File: src/swc_pkg.sv
// Constants, field layout and carrier types of the switch configuration bank.
// Assumes a single 100 MHz clock and a 16-bit serial EEPROM with 6-bit word addresses.
package swc_pkg;

    ////////////////////////////////////////////////////////////////////////////////
    // Word addresses and signature
    localparam logic [5:0] SWC_ADDR_SIG = 6'h00;
    localparam logic [5:0] SWC_ADDR_CTRL_ONE = 6'h02;
    localparam logic [5:0] SWC_ADDR_CTRL_TWO = 6'h03;
    localparam logic [5:0] SWC_ADDR_XCVR = 6'h04;
    localparam logic [15:0] SWC_SIGNATURE = 16'h55AA;
    localparam logic [2:0] SWC_READ_CMD = 3'h6;

    ////////////////////////////////////////////////////////////////////////////////
    // Field positions
    localparam int SWC_STORM_BIT = 2;
    localparam int SWC_DUPLEX_BIT = 12;
    localparam int SWC_RATE_BIT = 11;
    localparam int SWC_PAUSE_BIT = 10;
    localparam int SWC_PORT_ON_BIT = 9;
    localparam int SWC_DISCARD_BIT = 7;
    localparam int SWC_HASH_LSB = 5;
    localparam int SWC_AGE_LSB = 3;
    localparam int SWC_FWD_ALL_BIT = 2;
    localparam int SWC_BACKOFF_BIT = 1;
    localparam int SWC_ODD_LSB = 14;
    localparam int SWC_EVEN_LSB = 12;
    localparam int SWC_FORCE_BIT = 11;
    localparam int SWC_FEF_BIT = 10;
    localparam int SWC_SAVE_PW_BIT = 9;
    localparam int SWC_XOVER_BIT = 8;

    // Implemented bits; reserved bits always read as zero
    localparam logic [15:0] SWC_CTRL_ONE_MASK = 16'h0004;
    localparam logic [15:0] SWC_CTRL_TWO_MASK = 16'h1EFE;
    localparam logic [15:0] SWC_XCVR_MASK = 16'hFF00;

    localparam logic [15:0] SWC_CTRL_ONE_RST = 16'h0000;
    localparam logic [15:0] SWC_CTRL_TWO_RST = 16'h1812;
    localparam logic [15:0] SWC_XCVR_RST = 16'h0600;

    localparam logic [1:0] SWC_HASH_CRC_CRC = 2'h2;
    localparam logic [1:0] SWC_AGE_NONE = 2'h0;
    localparam logic [1:0] SWC_OPT_NWAY = 2'h0;
    localparam logic [1:0] SWC_OPT_FX_FULL = 2'h2;
    localparam logic [1:0] SWC_OPT_FX_HALF = 2'h3;

    ////////////////////////////////////////////////////////////////////////////////
    // Timing
    localparam int SWC_CLK_PERIOD_NS = 10;
    localparam int SWC_SK_HALF_NS = 500;
    localparam int SWC_SK_HALF_CYC = (SWC_SK_HALF_NS + SWC_CLK_PERIOD_NS - 1) / SWC_CLK_PERIOD_NS;
    localparam int SWC_STRAP_SETTLE_CYC = 4;
    localparam int SWC_CMD_BITS = 9;
    localparam int SWC_WORD_BITS = 16;

    ////////////////////////////////////////////////////////////////////////////////
    // Carriers
    typedef struct packed {
        logic [15:0] ctrl_one;
        logic [15:0] ctrl_two;
        logic [15:0] xcvr;
    } swc_regs_t;

    typedef struct packed {
        logic storm_guard;
        logic duplex_full;
        logic rate_10m;
        logic pause_on;
        logic port_on;
        logic collision_discard;
        logic [1:0] lookup_algo_sel;
        logic crc_first_level;
        logic [1:0] age_sel;
        logic aging_on;
        logic forward_everything;
        logic capped_backoff;
        logic odd_nway;
        logic port7_fibre;
        logic port7_fibre_full;
        logic even_nway;
        logic port6_fibre;
        logic port6_fibre_full;
        logic far_end_fault_on;
        logic power_save_nway;
        logic auto_crossover_on;
    } swc_mode_t;

    localparam swc_regs_t SWC_REGS_RST = '{ctrl_one: SWC_CTRL_ONE_RST, ctrl_two: SWC_CTRL_TWO_RST,
                                           xcvr: SWC_XCVR_RST};

    function automatic swc_mode_t swc_decode(input swc_regs_t r);
        swc_mode_t m;
        logic [1:0] odd;
        logic [1:0] even;
        logic force_mode;
        odd = r.xcvr[SWC_ODD_LSB +: 2];
        even = r.xcvr[SWC_EVEN_LSB +: 2];
        force_mode = r.xcvr[SWC_FORCE_BIT];
        m.storm_guard = r.ctrl_one[SWC_STORM_BIT];
        m.duplex_full = r.ctrl_two[SWC_DUPLEX_BIT];
        m.rate_10m = r.ctrl_two[SWC_RATE_BIT];
        m.pause_on = r.ctrl_two[SWC_PAUSE_BIT];
        m.port_on = r.ctrl_two[SWC_PORT_ON_BIT];
        m.collision_discard = r.ctrl_two[SWC_DISCARD_BIT];
        m.lookup_algo_sel = r.ctrl_two[SWC_HASH_LSB +: 2];
        m.crc_first_level = (r.ctrl_two[SWC_HASH_LSB +: 2] == SWC_HASH_CRC_CRC);
        m.age_sel = r.ctrl_two[SWC_AGE_LSB +: 2];
        m.aging_on = (r.ctrl_two[SWC_AGE_LSB +: 2] != SWC_AGE_NONE);
        m.forward_everything = r.ctrl_two[SWC_FWD_ALL_BIT];
        m.capped_backoff = r.ctrl_two[SWC_BACKOFF_BIT];
        m.odd_nway = !force_mode && (odd == SWC_OPT_NWAY);
        m.port7_fibre = !force_mode && (odd == SWC_OPT_FX_FULL || odd == SWC_OPT_FX_HALF);
        m.port7_fibre_full = !force_mode && (odd == SWC_OPT_FX_FULL);
        m.even_nway = !force_mode && (even == SWC_OPT_NWAY);
        m.port6_fibre = !force_mode && (even == SWC_OPT_FX_FULL || even == SWC_OPT_FX_HALF);
        m.port6_fibre_full = !force_mode && (even == SWC_OPT_FX_FULL);
        m.far_end_fault_on = r.xcvr[SWC_FEF_BIT];
        m.power_save_nway = r.xcvr[SWC_SAVE_PW_BIT];
        m.auto_crossover_on = r.xcvr[SWC_XOVER_BIT];
        return m;
    endfunction : swc_decode

    localparam swc_mode_t SWC_MODE_RST = swc_decode(SWC_REGS_RST);

    typedef enum logic [2:0] {
        RD_IDLE = 3'h1,
        RD_SEND = 3'h2,
        RD_RECV = 3'h4
    } swc_rd_state_t;

    typedef enum logic [3:0] {
        LD_STRAP = 4'h1,
        LD_SIG = 4'h2,
        LD_REGS = 4'h4,
        LD_DONE = 4'h8
    } swc_ld_state_t;

endpackage : swc_pkg

File: src/swc_eeprom_rd.sv
// Reads one 16-bit word from a three-wire serial EEPROM.
// Assumes the EEPROM samples data-in on the rising serial clock and drives data-out after it.
`timescale 1ns/100ps
module swc_eeprom_rd
    import swc_pkg::*;
#(
    parameter int SK_HALF = SWC_SK_HALF_CYC
) (
    input wire logic ref_clk_in,
    input wire logic rst_n_in,
    input wire logic start_in,
    input wire logic [5:0] addr_in,
    output logic done_out,
    output logic [15:0] data_out,
    output logic eep_cs_out,
    output logic eep_sk_out,
    output logic eep_di_out,
    input wire logic eep_do_in
);

    // Data-out passes two sync stages, so the high phase must outlast them
    initial begin
        if (SK_HALF < 4 || SK_HALF > 255) begin
            $error("SK_HALF out of range");
        end
    end

    typedef struct packed {
        swc_rd_state_t st;
        logic [7:0] cnt;
        logic [4:0] bits;
        logic [8:0] tx;
        logic [15:0] rx;
        logic cs;
        logic sk;
        logic di;
        logic done;
        logic [15:0] data;
        logic sync_a;
        logic sync_b;
    } swc_read_t;

    localparam logic [7:0] HALF_LAST = 8'(SK_HALF - 1);
    localparam logic [4:0] CMD_BITS = 5'(SWC_CMD_BITS);
    localparam logic [4:0] WORD_BITS = 5'(SWC_WORD_BITS);

    swc_read_t s_reg;
    swc_read_t s_next;

    always_comb begin
        s_next = s_reg;
        s_next.done = 1'b0;
        s_next.sync_a = eep_do_in;
        s_next.sync_b = s_reg.sync_a;
        case (s_reg.st)
            RD_IDLE: begin
                if (start_in) begin
                    s_next.st = RD_SEND;
                    s_next.tx = {SWC_READ_CMD, addr_in};
                    s_next.di = SWC_READ_CMD[2];
                    s_next.cs = 1'b1;
                    s_next.sk = 1'b0;
                    s_next.cnt = 8'h00;
                    s_next.bits = CMD_BITS;
                end
            end
            RD_SEND, RD_RECV: begin
                s_next.cnt = s_reg.cnt + 8'h01;
                if (s_reg.cnt == HALF_LAST) begin
                    s_next.cnt = 8'h00;
                    s_next.sk = !s_reg.sk;
                    if (s_reg.sk) begin
                        s_next.bits = s_reg.bits - 5'h01;
                        if (s_reg.st == RD_SEND) begin
                            s_next.tx = {s_reg.tx[7:0], 1'b0};
                            s_next.di = s_reg.tx[7];
                            if (s_reg.bits == 5'h01) begin
                                s_next.st = RD_RECV;
                                s_next.bits = WORD_BITS;
                                s_next.di = 1'b0;
                            end
                        end else begin
                            // Sample at the end of the high phase, most significant bit first
                            s_next.rx = {s_reg.rx[14:0], s_reg.sync_b};
                            if (s_reg.bits == 5'h01) begin
                                s_next.st = RD_IDLE;
                                s_next.data = {s_reg.rx[14:0], s_reg.sync_b};
                                s_next.done = 1'b1;
                                s_next.cs = 1'b0;
                            end
                        end
                    end
                end
            end
            default: begin
                s_next.st = RD_IDLE;
            end
        endcase
    end

    always_ff @(posedge ref_clk_in or negedge rst_n_in) begin
        if (!rst_n_in) begin
            s_reg <= '{st: RD_IDLE, default: '0};
        end else begin
            s_reg <= s_next;
        end
    end

    assign done_out = s_reg.done;
    assign data_out = s_reg.data;
    assign eep_cs_out = s_reg.cs;
    assign eep_sk_out = s_reg.sk;
    assign eep_di_out = s_reg.di;

endmodule : swc_eeprom_rd

File: src/swc_top.sv
// Configuration bank of the switch: strap capture, EEPROM load and decoded settings.
// Assumes strap pins are stable around reset release and a serial EEPROM may be absent
// (its data-out then reads zero or one, never the signature).
`timescale 1ns/100ps

module swc_top
    import swc_pkg::*;
#(
    parameter int SK_HALF = SWC_SK_HALF_CYC
) (
    input wire logic ref_clk_in,
    input wire logic nrst_in,
    input wire swc_regs_t strap_in,
    input wire logic eep_do_in,
    output logic eep_cs_out,
    output logic eep_sk_out,
    output logic eep_di_out,
    output swc_regs_t regs_out,
    output swc_mode_t mode_out,
    output logic eeprom_valid_out,
    output logic load_done_out
);

    ////////////////////////////////////////////////////////////////////////////////
    // Reset release
    logic rst_a_reg;
    logic rst_n_reg;

    always_ff @(posedge ref_clk_in or negedge nrst_in) begin
        if (!nrst_in) begin
            rst_a_reg <= 1'b0;
            rst_n_reg <= 1'b0;
        end else begin
            rst_a_reg <= 1'b1;
            rst_n_reg <= rst_a_reg;
        end
    end

    ////////////////////////////////////////////////////////////////////////////////
    // Load state
    typedef struct packed {
        swc_ld_state_t st;
        logic [3:0] settle;
        logic [1:0] idx;
        logic rd_start;
        logic [5:0] rd_addr;
        swc_regs_t strap_a;
        swc_regs_t strap_b;
        swc_regs_t regs;
        swc_mode_t mode;
        logic valid;
        logic done;
    } swc_load_t;

    localparam logic [3:0] SETTLE_LAST = 4'(SWC_STRAP_SETTLE_CYC - 1);
    localparam logic [1:0] LAST_IDX = 2'h2;

    swc_load_t s_reg;
    swc_load_t s_next;
    logic rd_done;
    logic [15:0] rd_data;

    // Option fields of the transceiver word
    logic forced;
    logic [1:0] odd_opt;
    logic [1:0] even_opt;

    assign forced = s_reg.regs.xcvr[SWC_FORCE_BIT];
    assign odd_opt = s_reg.regs.xcvr[SWC_ODD_LSB +: 2];
    assign even_opt = s_reg.regs.xcvr[SWC_EVEN_LSB +: 2];

    swc_eeprom_rd #(
        .SK_HALF(SK_HALF)
    ) u_rd (
        .ref_clk_in(ref_clk_in),
        .rst_n_in(rst_n_reg),
        .start_in(s_reg.rd_start),
        .addr_in(s_reg.rd_addr),
        .done_out(rd_done),
        .data_out(rd_data),
        .eep_cs_out(eep_cs_out),
        .eep_sk_out(eep_sk_out),
        .eep_di_out(eep_di_out),
        .eep_do_in(eep_do_in)
    );

    function automatic swc_regs_t masked(input swc_regs_t r);
        swc_regs_t m;
        m.ctrl_one = r.ctrl_one & SWC_CTRL_ONE_MASK;
        m.ctrl_two = r.ctrl_two & SWC_CTRL_TWO_MASK;
        m.xcvr = r.xcvr & SWC_XCVR_MASK;
        return m;
    endfunction : masked

    always_comb begin
        s_next = s_reg;
        s_next.rd_start = 1'b0;
        // Strap pins are asynchronous; two stages before use
        s_next.strap_a = strap_in;
        s_next.strap_b = s_reg.strap_a;
        case (s_reg.st)
            LD_STRAP: begin
                s_next.settle = s_reg.settle + 4'h1;
                if (s_reg.settle == SETTLE_LAST) begin
                    s_next.regs = masked(s_reg.strap_b);
                    s_next.st = LD_SIG;
                    s_next.rd_start = 1'b1;
                    s_next.rd_addr = SWC_ADDR_SIG;
                end
            end
            LD_SIG: begin
                if (rd_done) begin
                    if (rd_data == SWC_SIGNATURE) begin
                        s_next.valid = 1'b1;
                        s_next.st = LD_REGS;
                        s_next.idx = 2'h0;
                        s_next.rd_start = 1'b1;
                        s_next.rd_addr = SWC_ADDR_CTRL_ONE;
                    end else begin
                        s_next.st = LD_DONE;
                    end
                end
            end
            LD_REGS: begin
                if (rd_done) begin
                    // Reserved bits of loaded words are forced to zero
                    case (s_reg.idx)
                        2'h0: s_next.regs.ctrl_one = rd_data & SWC_CTRL_ONE_MASK;
                        2'h1: s_next.regs.ctrl_two = rd_data & SWC_CTRL_TWO_MASK;
                        default: s_next.regs.xcvr = rd_data & SWC_XCVR_MASK;
                    endcase
                    if (s_reg.idx == LAST_IDX) begin
                        s_next.st = LD_DONE;
                    end else begin
                        s_next.idx = s_reg.idx + 2'h1;
                        s_next.rd_start = 1'b1;
                        s_next.rd_addr = (s_reg.idx == 2'h0) ? SWC_ADDR_CTRL_TWO : SWC_ADDR_XCVR;
                    end
                end
            end
            LD_DONE: begin
                // lookup selection frozen once loading ends
                s_next.done = 1'b1;
                if (!s_reg.done) begin
                    s_next.mode.storm_guard = s_reg.regs.ctrl_one[SWC_STORM_BIT];
                    s_next.mode.duplex_full = s_reg.regs.ctrl_two[SWC_DUPLEX_BIT];
                    s_next.mode.rate_10m = s_reg.regs.ctrl_two[SWC_RATE_BIT];
                    s_next.mode.pause_on = s_reg.regs.ctrl_two[SWC_PAUSE_BIT];
                    s_next.mode.port_on = s_reg.regs.ctrl_two[SWC_PORT_ON_BIT];
                    s_next.mode.collision_discard = s_reg.regs.ctrl_two[SWC_DISCARD_BIT];
                    s_next.mode.lookup_algo_sel = s_reg.regs.ctrl_two[SWC_HASH_LSB +: 2];
                    s_next.mode.crc_first_level = (s_reg.regs.ctrl_two[SWC_HASH_LSB +: 2] == SWC_HASH_CRC_CRC);
                    s_next.mode.age_sel = s_reg.regs.ctrl_two[SWC_AGE_LSB +: 2];
                    s_next.mode.aging_on = (s_reg.regs.ctrl_two[SWC_AGE_LSB +: 2] != SWC_AGE_NONE);
                    s_next.mode.forward_everything = s_reg.regs.ctrl_two[SWC_FWD_ALL_BIT];
                    s_next.mode.capped_backoff = s_reg.regs.ctrl_two[SWC_BACKOFF_BIT];
                    s_next.mode.odd_nway = !forced && (odd_opt == SWC_OPT_NWAY);
                    s_next.mode.port7_fibre = !forced && (odd_opt == SWC_OPT_FX_FULL || odd_opt == SWC_OPT_FX_HALF);
                    s_next.mode.port7_fibre_full = !forced && (odd_opt == SWC_OPT_FX_FULL);
                    s_next.mode.even_nway = !forced && (even_opt == SWC_OPT_NWAY);
                    s_next.mode.port6_fibre = !forced && (even_opt == SWC_OPT_FX_FULL || even_opt == SWC_OPT_FX_HALF);
                    s_next.mode.port6_fibre_full = !forced && (even_opt == SWC_OPT_FX_FULL);
                    s_next.mode.far_end_fault_on = s_reg.regs.xcvr[SWC_FEF_BIT];
                    s_next.mode.power_save_nway = s_reg.regs.xcvr[SWC_SAVE_PW_BIT];
                    s_next.mode.auto_crossover_on = s_reg.regs.xcvr[SWC_XOVER_BIT];
                end
            end
            default: begin
                s_next.st = LD_STRAP;
            end
        endcase
    end

    // Mode holds its reset defaults until loading completes, then changes once
    always_ff @(posedge ref_clk_in or negedge rst_n_reg) begin
        if (!rst_n_reg) begin
            s_reg <= '{st: LD_STRAP, settle: 4'h0, idx: 2'h0, rd_start: 1'b0, rd_addr: 6'h00,
                       strap_a: SWC_REGS_RST, strap_b: SWC_REGS_RST, regs: SWC_REGS_RST,
                       mode: SWC_MODE_RST, valid: 1'b0, done: 1'b0};
        end else begin
            s_reg <= s_next;
        end
    end

    assign regs_out = s_reg.regs;
    assign mode_out = s_reg.mode;
    assign eeprom_valid_out = s_reg.valid;
    assign load_done_out = s_reg.done;

endmodule : swc_top

File: config.mk
export PLATFORM = sky130hd
export DESIGN_NAME = swc_top
export DESIGN_NICKNAME = d
export VERILOG_FILES = /design/src/swc_pkg.sv /design/src/swc_eeprom_rd.sv /design/src/swc_top.sv
export SDC_FILE = /design/constraint.sdc
export NUM_CORES = 1
export LEC_CHECK = 0
export ABC_AREA = 1
export BUFFER_PORTS_ARGS = -buffer_cell sky130_fd_sc_hd__buf_2
export CAP_MARGIN = 20
export CORE_AREA = 3 3 148 150
export CTS_CLUSTER_SIZE = 40
export DETAILED_ROUTE_END_ITERATION = 7
export DIE_AREA = 0 0 151 153
export PLACE_DENSITY_LB_ADDON = 0.2
export SLEW_MARGIN = 0
export SYNTH_ARGS = -nofsm -noshare
export SYNTH_HDL_FRONTEND = slang
export SYNTH_SLANG_ARGS = --single-unit
File: constraint.sdc
create_clock -name ref_clk_in -period 4.7 [get_ports ref_clk_in]
set_input_delay 0.705 -clock ref_clk_in [delete_from_list [all_inputs] [get_ports ref_clk_in]]
set_output_delay 0.705 -clock ref_clk_in [all_outputs]
set_load 0.1 [all_outputs]
==> metrics.cfg, run 1 <==
[status]
status=complete, no violations

[clock_tree]
htreeDepth=4
cts_hold_buffers=0
clk_latency_ps=420
numCtsBuffers=17
cts-root-buf=clkbuf_16
clk_pin_slew_ps=70
post_cts_resized=0
cts_buffer_depth=2
postCtsSetupBuffers=0
cts.sinks=162
cts_tree=done

[timing]
timing.final.crit_share_pct=46.48
max_freq_ghz=0.4577
hold_viol=0
drv_slew=0
setup_viol=0
timing.final.crit_period_ps=2185
setup-tns-final_ps=0
worst_pin_slew_ps=909.6
rsz0062_at_grt=false
fin_worst_skew_ps=11.23
slew_headroom_pct=39.36

[detailed_routing]
drtPass1Iterations=4
postRouteAntennaNets=0
drtIter0Drc=270
wire_per_inst_um=12.53
vias=4738
vias_per_cell=4.307
routed_wl_um=13780
drc=0

[placed_design]
dp_hpwl_um=9453
place.gp.congestion=0.7855
portBuffers=70

[layout]
final_cell_mix=nand2_1 (262), dfrtp_1 (132), buf_2 (70)
nNetsFinal=868
layout_commonest_cell=nand2_1
largest_reg_flops=40
fill_cells=2154
utilization_pct=38.07
diodes=0
layout-drive-gt1-share_pct=20.85
area_delta_synth_final_pct=10.11

[die]
io_pins=127
core_um2=20820
fp.dieW_um=151
rows=53
die_h_um=153
die_area_um2=23100
start_util_pct=34.58

[power]
p_leak_nw=3.991
cellPowerDensity_nw_per_um2=380.1
irDropWorstVdd_uv=234.0

[logic_synthesis]
async_reset_ff_share_pct=100.0
synth-seq-area-share_pct=56.81
synth-edff-count=0
syn_avg_cell_area_um2=9.160
ys_warn_count=0
postSynthCellCount=786
synth_cell_types=33
syn_area_um2=7199
synthFlopType=dfrtp_1
synth-seq-cells=162

[worst_setup_path]
crit_path_frequent_cell=nand2_1
crit_path_cell_trace=nor2_2 -> nand2_4 -> inv_2 -> nand3_1 -> nand2_1 -> nand2_2 -> nand2_1 -> nand2_1
cp_max_fo=28
required_ps=5000
crit_path_start_kind=flip-flop
cp.arrival_ps=2480
crit_type=flip-flop to flip-flop
slowest_delay_ps=430
rr_worst_depth=8
crit_slowest_cell=dfrtp_1
crit_path_end_kind=flip-flop

[global_routing]
grt_pass1_vias=4590
grt_max_degree=92
antenna_found_initial=0
grt_usage_pct=12.51
overflow=0
grt_pass1_wl_um=23180

[worst_hold_path]
hold_path.class=input pin to async pin

[run]
max_cap_viol_count=0

[cells by family (layout without fill, tap and decap cells)]
group	count (synthesis)	after routing	share of synthesized area [%]
simple gates	375	375	22.61
flops	162	162	56.81
buf+inv	159	171	12.86
compound gates	78	78	6.135
fa+ha+maj	5	5	0.8690
xor+xnor	5	5	0.6084
other cells	2	29	0.1043
[path summary, 6_finish.rpt]
check                                  startpoint  slack (ps)                        to
min in group ref_clk_in      s_next[81]$_DFF_PN0_         350       s_reg[81]$_DFF_PN0_
hold / removal                            nrst_in          60       rst_n_reg$_DFF_PN0_
max in group asynchronous     rst_n_reg$_DFF_PN0_        3220    s_reg[182]$_DFFE_PN1P_
hold reg to reg              s_next[81]$_DFF_PN0_         350       s_reg[81]$_DFF_PN0_
setup reg to reg           s_reg[185]$_DFFE_PN0P_        2520  regs_out[23]$_DFFE_PN0P_
setup / recovery           s_reg[185]$_DFFE_PN0P_        2520  regs_out[23]$_DFFE_PN0P_
[synthesized netlist by cell type (3+ instances only)]
cell,count,area share [%]
inv_1,63,3.3
o21ai_1,31,2.2
buf_4,72,7.5
nand2_1,262,14
nor2_4,4,0.63
a21oi_1,5,0.35
ha_1,5,0.87
nor2_1,24,1.3
o21ai_2,7,0.85
dfrtp_1,133,46
nand3_2,5,0.70
o31ai_1,4,0.42
inv_2,4,0.21
buf_6,3,0.47
nand4_1,11,0.96
nor2_2,6,0.52
nand3_1,47,3.3
o21ai_0,28,1.9
nand2_2,9,0.78
buf_2,16,1.1
dfstp_2,29,11
xor2_1,3,0.37
[metal layers]
layer | GRT usage, % | part of all wire, % | vias to the layer above
li1 | - | - | 2426
met1 | 18.03 | 50 | 2213
met2 | 18.31 | 45 | 89
met3 | 3.469 | 4.1 | 10
met4 | 3.929 | 1.0 | 0
met5 | 0 | 0 | -
[worst max-delay path: cells and delay by family (launching register included)]
family	cells	cell delay, ps
buffers and inverters	1	350
and+or+nand+nor	7	1270
DFF	1	430
[layout make-up]
type | instances | area, um^2 | share of cell area, %
sequential | 162 | 4094 | 51.64
multi-input combinational | 492 | 2285 | 28.82
clock buffer | 20 | 446.7 | 5.634
timing repair buffer | 72 | 385.4 | 4.861
tap | 275 | 344.1 | 4.340
inverter | 67 | 251.5 | 3.172
clock inverter | 12 | 121.4 | 1.531
[through the flow]
step	power, mW	hold slack [ps]	instance area (um^2)	instances	setup slack, ps
after floorplan	1.693	331.1	7302	813	2046
after global placement	1.701	332.5	7345	1067	2386
after detailed placement	1.701	334.7	7345	1067	2367
after CTS	3.062	34.15	7913	1099	2332
after global routing	3.134	29.36	7928	1100	2221
final	3.013	55.58	7928	1100	2515
[power breakdown]
part	switching (mW)	internal (mW)	leakage, nW
clock network	0.585	0.756	0.277
registers	0.0236	1.43	2.00
logic	0.198	0.0221	1.72
No activity file was read; power rests on OpenSTA's default activity.
==> run 2, diff against run 1 <==
Clock period 4.7 ns to 2.1 ns, I/O delays scaled along.
==> metrics.cfg, run 2 (synthesis gave the netlist of run 1 again) <==
[status]
status=complete, no violations

[worst_hold_path]
hold_path.class=input pin to flip-flop
holdPathEnd=s_next[92]$_DFF_PN0_
hold_depth=1
hp-start=strap_in[19]

[clock_tree]
postCtsSetupBuffers=0  ; unchanged
clk_pin_slew_ps=60  ; about the same
cts_tree=done
clk_latency_ps=430  ; about the same
numCtsBuffers=17  ; unchanged
cts_buffer_depth=2  ; unchanged
htreeDepth=4  ; unchanged
cts.sinks=162  ; unchanged
cts-root-buf=clkbuf_16

[run]
max_cap_viol_count=0  ; unchanged

[timing]
setup_ws_ps=306.9  ; -2208 ps
fin_worst_skew_ps=9.901  ; -1.332 ps
rsz0062_at_grt=false
max_freq_ghz=0.5577
timing.final.crit_share_pct=85.39
hold_viol=0  ; unchanged
setup_viol=0  ; unchanged
drv_slew=0  ; unchanged
whs_ps=18.17  ; -37.41 ps
timing.final.crit_period_ps=1793
setup-tns-final_ps=0  ; unchanged

[worst_setup_path]
reg2reg_from=u_rd.s_reg[61]$_DFFE_PN0P_
slowest_delay_ps=550  ; +120 ps
crit_path_cell_trace=buf_2
crit_path_end_kind=output pin
required_ps=1780  ; -3220 ps
path_buf_inv=1  ; unchanged
cp_max_fo=9  ; -68%
crit_type=flip-flop to output pin
crit_slowest_cell=dfrtp_1
rrSetupSlack_ps=340  ; -2180 ps
reg2reg_to=u_rd.s_reg[47]$_DFFE_PN0P_
cp.arrival_ps=1480  ; -1000 ps
rr_worst_depth=8  ; unchanged
crit_family=flip-flops
crit_path_start_kind=flip-flop

[layout]
stdcell_count=1128  ; +2.5%
layout-drive-gt1-share_pct=21.22  ; +0.37 points
diodes=0  ; unchanged
final_area_um2=8214  ; +3.6%
largest_reg_flops=40  ; unchanged
nNetsFinal=897  ; +3.3%
final_cell_mix=nand2_1 (262), dfrtp_1 (132), buf_2 (70)
layout_commonest_cell=nand2_1
area_delta_synth_final_pct=14.09

[detailed_routing]
postRouteAntennaNets=0  ; unchanged
vias=4845  ; +2.3%
drc=0  ; unchanged
drtIter0Drc=276  ; +2.2%
routed_wl_um=13910  ; +0.89%
vias_per_cell=4.295  ; -0.28%
wl_met1_um=6910  ; +0.44%
wire_per_inst_um=12.33  ; -1.6%
top_layer_used=met4
wl_met3_um=480  ; -15%
dr_wl_met2_um=6249  ; +0.76%
drtPass1Iterations=4  ; unchanged

[die]
core_um2=20820  ; unchanged
fp.dieW_um=151  ; unchanged
die_h_um=153  ; unchanged
io_pins=127  ; unchanged
start_util_pct=34.58  ; unchanged
die_area_um2=23100  ; unchanged
rows=53  ; unchanged

[placed_design]
dp.cells=1077  ; +0.94%
portBuffers=70  ; unchanged
dpl_cell_area_um2=7445  ; +1.4%
dp_slack_ps=389.6  ; -1978 ps
dp_hpwl_um=9839  ; +4.1%
place.gp.congestion=0.8138  ; +3.6%

[power]
switching_share_pct=26.68  ; -0.083 points
internal-power_mw=4.970  ; +130%
p_comb_share_pct=8.1  ; +0.8 points
cellPowerDensity_nw_per_um2=825.2  ; +120%
irDropWorstVdd_uv=563.2  ; +140%
switchingPower_mw=1.809  ; +120%
seq_power_share_pct=47.7  ; -0.5 points
power.share.clock_pct=44.2  ; -0.3 points
p_leak_nw=4.123  ; +3.3%

[global_routing]
antenna_found_initial=0  ; unchanged
grt_pass1_vias=4641  ; +1.1%
grt_max_degree=60  ; -35%
grt_usage_pct=12.84  ; +0.33 points
grt_pass1_wl_um=23610  ; +1.9%
overflow=0  ; unchanged

-- run 2: cell types whose count changed in the layout (fill, tap and decap cells not counted) --
cell	delta
buf_12	+2
inv_6	-2
buf_8	-1
dlygate4sd3_1	+20
inv_8	+2
clkbuf_1	-1
buf_4	+8
-- run 2: timing repair --
action / CTS / global route
hold buffers: 20 / 0
hold endpoints to repair: 21 / 0
gates resized for setup: 0 / 0
-- run 2: final cells by class --
| class | instances | area (um^2) |
|---|---|---|
| flip-flops and latches | 162 | 4094 |
| fillers | 2129 | 12610 |
| repair buffers | 101 | 670.6 |
| clock buffers | 19 | 442.9 |
| clock inverters | 12 | 126.4 |
| multi-input cells | 492 | 2285 |
| well taps | 275 | 344.1 |
| inverters | 67 | 251.5 |
-- run 2: how the worst max path moves through the flow --
| stage | start | endpoint | slack (ps) | cells past startpoint |
|---|---|---|---|---|
| global route | u_rd.s_reg[61]$_DFFE_PN0P_ | u_rd.s_reg[47]$_DFFE_PN0P_ | 150 | 8 |
| floorplan | u_rd.eep_sk_out$_DFFE_PN0P_ | u_rd.eep_di_out$_DFFE_PN0P_ | 240 | 6 |
| detailed placement | u_rd.s_reg[61]$_DFFE_PN0P_ | u_rd.s_reg[47]$_DFFE_PN0P_ | 390 | 8 |
| CTS | u_rd.eep_sk_out$_DFFE_PN0P_ | eep_sk_out | 290 | 1 |
| global placement | u_rd.s_reg[61]$_DFFE_PN0P_ | u_rd.s_reg[50]$_DFFE_PN0P_ | 380 | 8 |
| finish | u_rd.eep_sk_out$_DFFE_PN0P_ | eep_sk_out | 310 | 1 |
-- run 2: through the flow --
step	total power, mW	utilization [%]
after floorplan	3.790	-
after global placement	3.817	35.75
after detailed placement	3.818	35.75
after CTS	6.890	39.45
after global routing	7.065	39.45
final	6.779	39.45
-- run 2: power by group through the flow --
stage	registers, mW	clock network [mW]	logic [mW]
floorplan	3.32	0	0.473
global placement	3.29	0	0.527
detailed placement	3.29	0	0.527
CTS	3.23	3.10	0.556
global route	3.24	3.24	0.582
finish	3.23	3.00	0.549
-- run 2: per-layer routing --
layer | global-route usage, % | vias up
met1 | 18.38 | 2259
met5 | 0 | -
met2 | 19.14 | 81
met4 | 4.793 | 0
met3 | 2.728 | 19
li1 | - | 2486
==> run 3, diff against run 2 <==
Settings changed: CELL_PAD_IN_SITES_DETAIL_PLACEMENT from default to 1, CELL_PAD_IN_SITES_GLOBAL_PLACEMENT from default to 2, CORE_AREA 3 3 148 150 to 3 3 150 152, DIE_AREA 0 0 151 153 to 0 0 153 155.
==> metrics.cfg, run 3 (synthesis gave the netlist of run 1 again) <==
[worst_setup_path]
critPathLaunch=u_rd.eep_sk_out$_DFFE_PN0P_
reg2reg_to=u_rd.s_reg[50]$_DFFE_PN0P_
reg2reg_from=u_rd.s_reg[61]$_DFFE_PN0P_
crit_path_end_kind=output pin
crit_slowest_cell=dfrtp_1
cp.depth=1  ; unchanged
crit_path_start_kind=flip-flop
cp_max_fo=9  ; unchanged
rr_worst_depth=8  ; unchanged
slowest_delay_ps=580  ; +30 ps
cp.arrival_ps=1520  ; +40 ps
worstSetupEndpoint=eep_sk_out
rrSetupSlack_ps=310  ; -30 ps
required_ps=1780  ; about the same
crit_family=flip-flops
path_buf_inv=1  ; unchanged
crit_path_cell_trace=buf_2
crit_type=flip-flop to output pin

[layout]
layout_commonest_cell=nand2_1
final_area_um2=8203  ; -0.14%
diodes=0  ; unchanged
nNetsFinal=897  ; unchanged
largest_reg_flops=40  ; unchanged
layout-drive-gt1-share_pct=21.55  ; +0.33 points
stdcell_count=1129  ; +0.089%
area_delta_synth_final_pct=13.94
final_cell_mix=nand2_1 (262), dfrtp_1 (132), buf_2 (70)

[timing]
whs_ps=34.07  ; +15.89 ps
fin_worst_skew_ps=8.857  ; -1.044 ps
hold_viol=0  ; unchanged
drv_slew=0  ; unchanged
setup-tns-final_ps=0  ; unchanged
rsz0062_at_grt=false
max_freq_ghz=0.5459  ; -2.1%
timing.final.crit_period_ps=1832  ; +38.74 ps
setup_viol=0  ; unchanged
timing.final.crit_share_pct=87.23  ; +1.8 points

[placed_design]
place.gp.congestion=0.8001  ; -1.7%
dpl_cell_area_um2=7440  ; about the same
portBuffers=70  ; unchanged
dp_hpwl_um=11460  ; +17%
dp.cells=1078  ; +0.093%

[detailed_routing]
drc=0  ; unchanged
drtIter0Drc=253  ; -8.3%
postRouteAntennaNets=0  ; unchanged
wire_per_inst_um=14.24  ; +16%
vias_per_cell=4.462  ; +3.9%
vias=5038  ; +4.0%
routed_wl_um=16080  ; +16%
drtPass1Iterations=4  ; unchanged

[run]
max_cap_viol_count=0  ; unchanged

[clock_tree]
numCtsBuffers=17  ; unchanged
clk_latency_ps=430  ; about the same
cts.sinks=162  ; unchanged
clk_pin_slew_ps=70  ; about the same
htreeDepth=4  ; unchanged
cts_tree=done
cts-root-buf=clkbuf_16
cts_buffer_depth=2  ; unchanged

[global_routing]
grt_usage_pct=14.23  ; +1.4 points
grt_max_degree=83  ; +38%
antenna_found_initial=0  ; unchanged
grt_pass1_vias=5338  ; +15%
grt_pass1_wl_um=27430  ; +16%
overflow=0  ; unchanged

[die]
core_um2=21150  ; +1.6%
die_h_um=155  ; +1.3%
rows=53  ; unchanged
start_util_pct=34.03  ; -0.54 points
fp.dieW_um=153  ; +1.3%
io_pins=127  ; unchanged
die_area_um2=23720  ; +2.6%

[power]
p_leak_nw=4.125  ; about the same
cellPowerDensity_nw_per_um2=835.7  ; +1.3%
irDropWorstVdd_uv=549.1  ; -2.5%

[worst_hold_path]
hold_path.class=input pin to flip-flop

[status]
status=complete, no violations

-- run 3: worst min path at each step --
| stage | start | endpoint | depth (start not counted) |
|---|---|---|---|
| 5_1_grt | strap_in[34] | s_next[107]$_DFF_PN0_ | 1 |
| 2_1_floorplan | nrst_in | rst_a_reg$_DFF_PN0_ | 0 |
| 4_1_cts | strap_in[15] | s_next[88]$_DFF_PN0_ | 1 |
| 3_3_place_gp | nrst_in | rst_a_reg$_DFF_PN0_ | 1 |
| 6_report | strap_in[15] | s_next[88]$_DFF_PN0_ | 1 |
| 3_5_place_dp | nrst_in | rst_a_reg$_DFF_PN0_ | 1 |
-- run 3: what timing repair did --
item | 4_1_cts | 5_1_grt
gates resized for setup | 0 | 0
setup buffers | 0 | 0
endpoints found under the setup margin | 0 | 0
hold endpoints to repair | 20 | 0
hold buffers | 19 | 0
-- run 3: layout make-up --
class	instances	area, um^2
clock inverters	15	147.6
fillers	2500	12950
flip-flops and latches	162	4094
clock buffers	17	425.4
repair buffers	101	655.6
well taps	275	344.1
inverters	67	251.5
multi-input cells	492	2285
-- run 3: worst register-to-register path, delay by kind of cell, from the launching register on --
kind                   cells  cell delay [ps]
buffers and inverters      3              330
and+or+nand+nor            5              940
DFF                        1              410
-- run 3: stage by stage --
step / total power [mW] / setup slack (ps) / util [%]
after floorplan: 3.790 / 243.2 / -
after global placement: 3.813 / 407.0 / 35.17
after detailed placement: 3.819 / 319.0 / 35.17
after CTS: 6.956 / 246.0 / 38.78
after global routing: 7.126 / 108.0 / 38.78
final: 6.855 / 268.1 / 38.78
-- run 3: where the power goes --
group	leakage, nW	switching, mW	total, mW	internal, mW
clock network	0.285	1.40	3.07	1.67
registers	2.00	0.0323	3.23	3.20
logic	1.84	0.474	0.550	0.0766
-- run 3: layer usage --
layer	global-route usage (%)	vias up	wire [um]
met4	4.752	0	293
met2	23.18	86	7516
met1	18.97	2452	7728
met5	0	-	0
li1	-	2481	-
met3	3.115	19	543
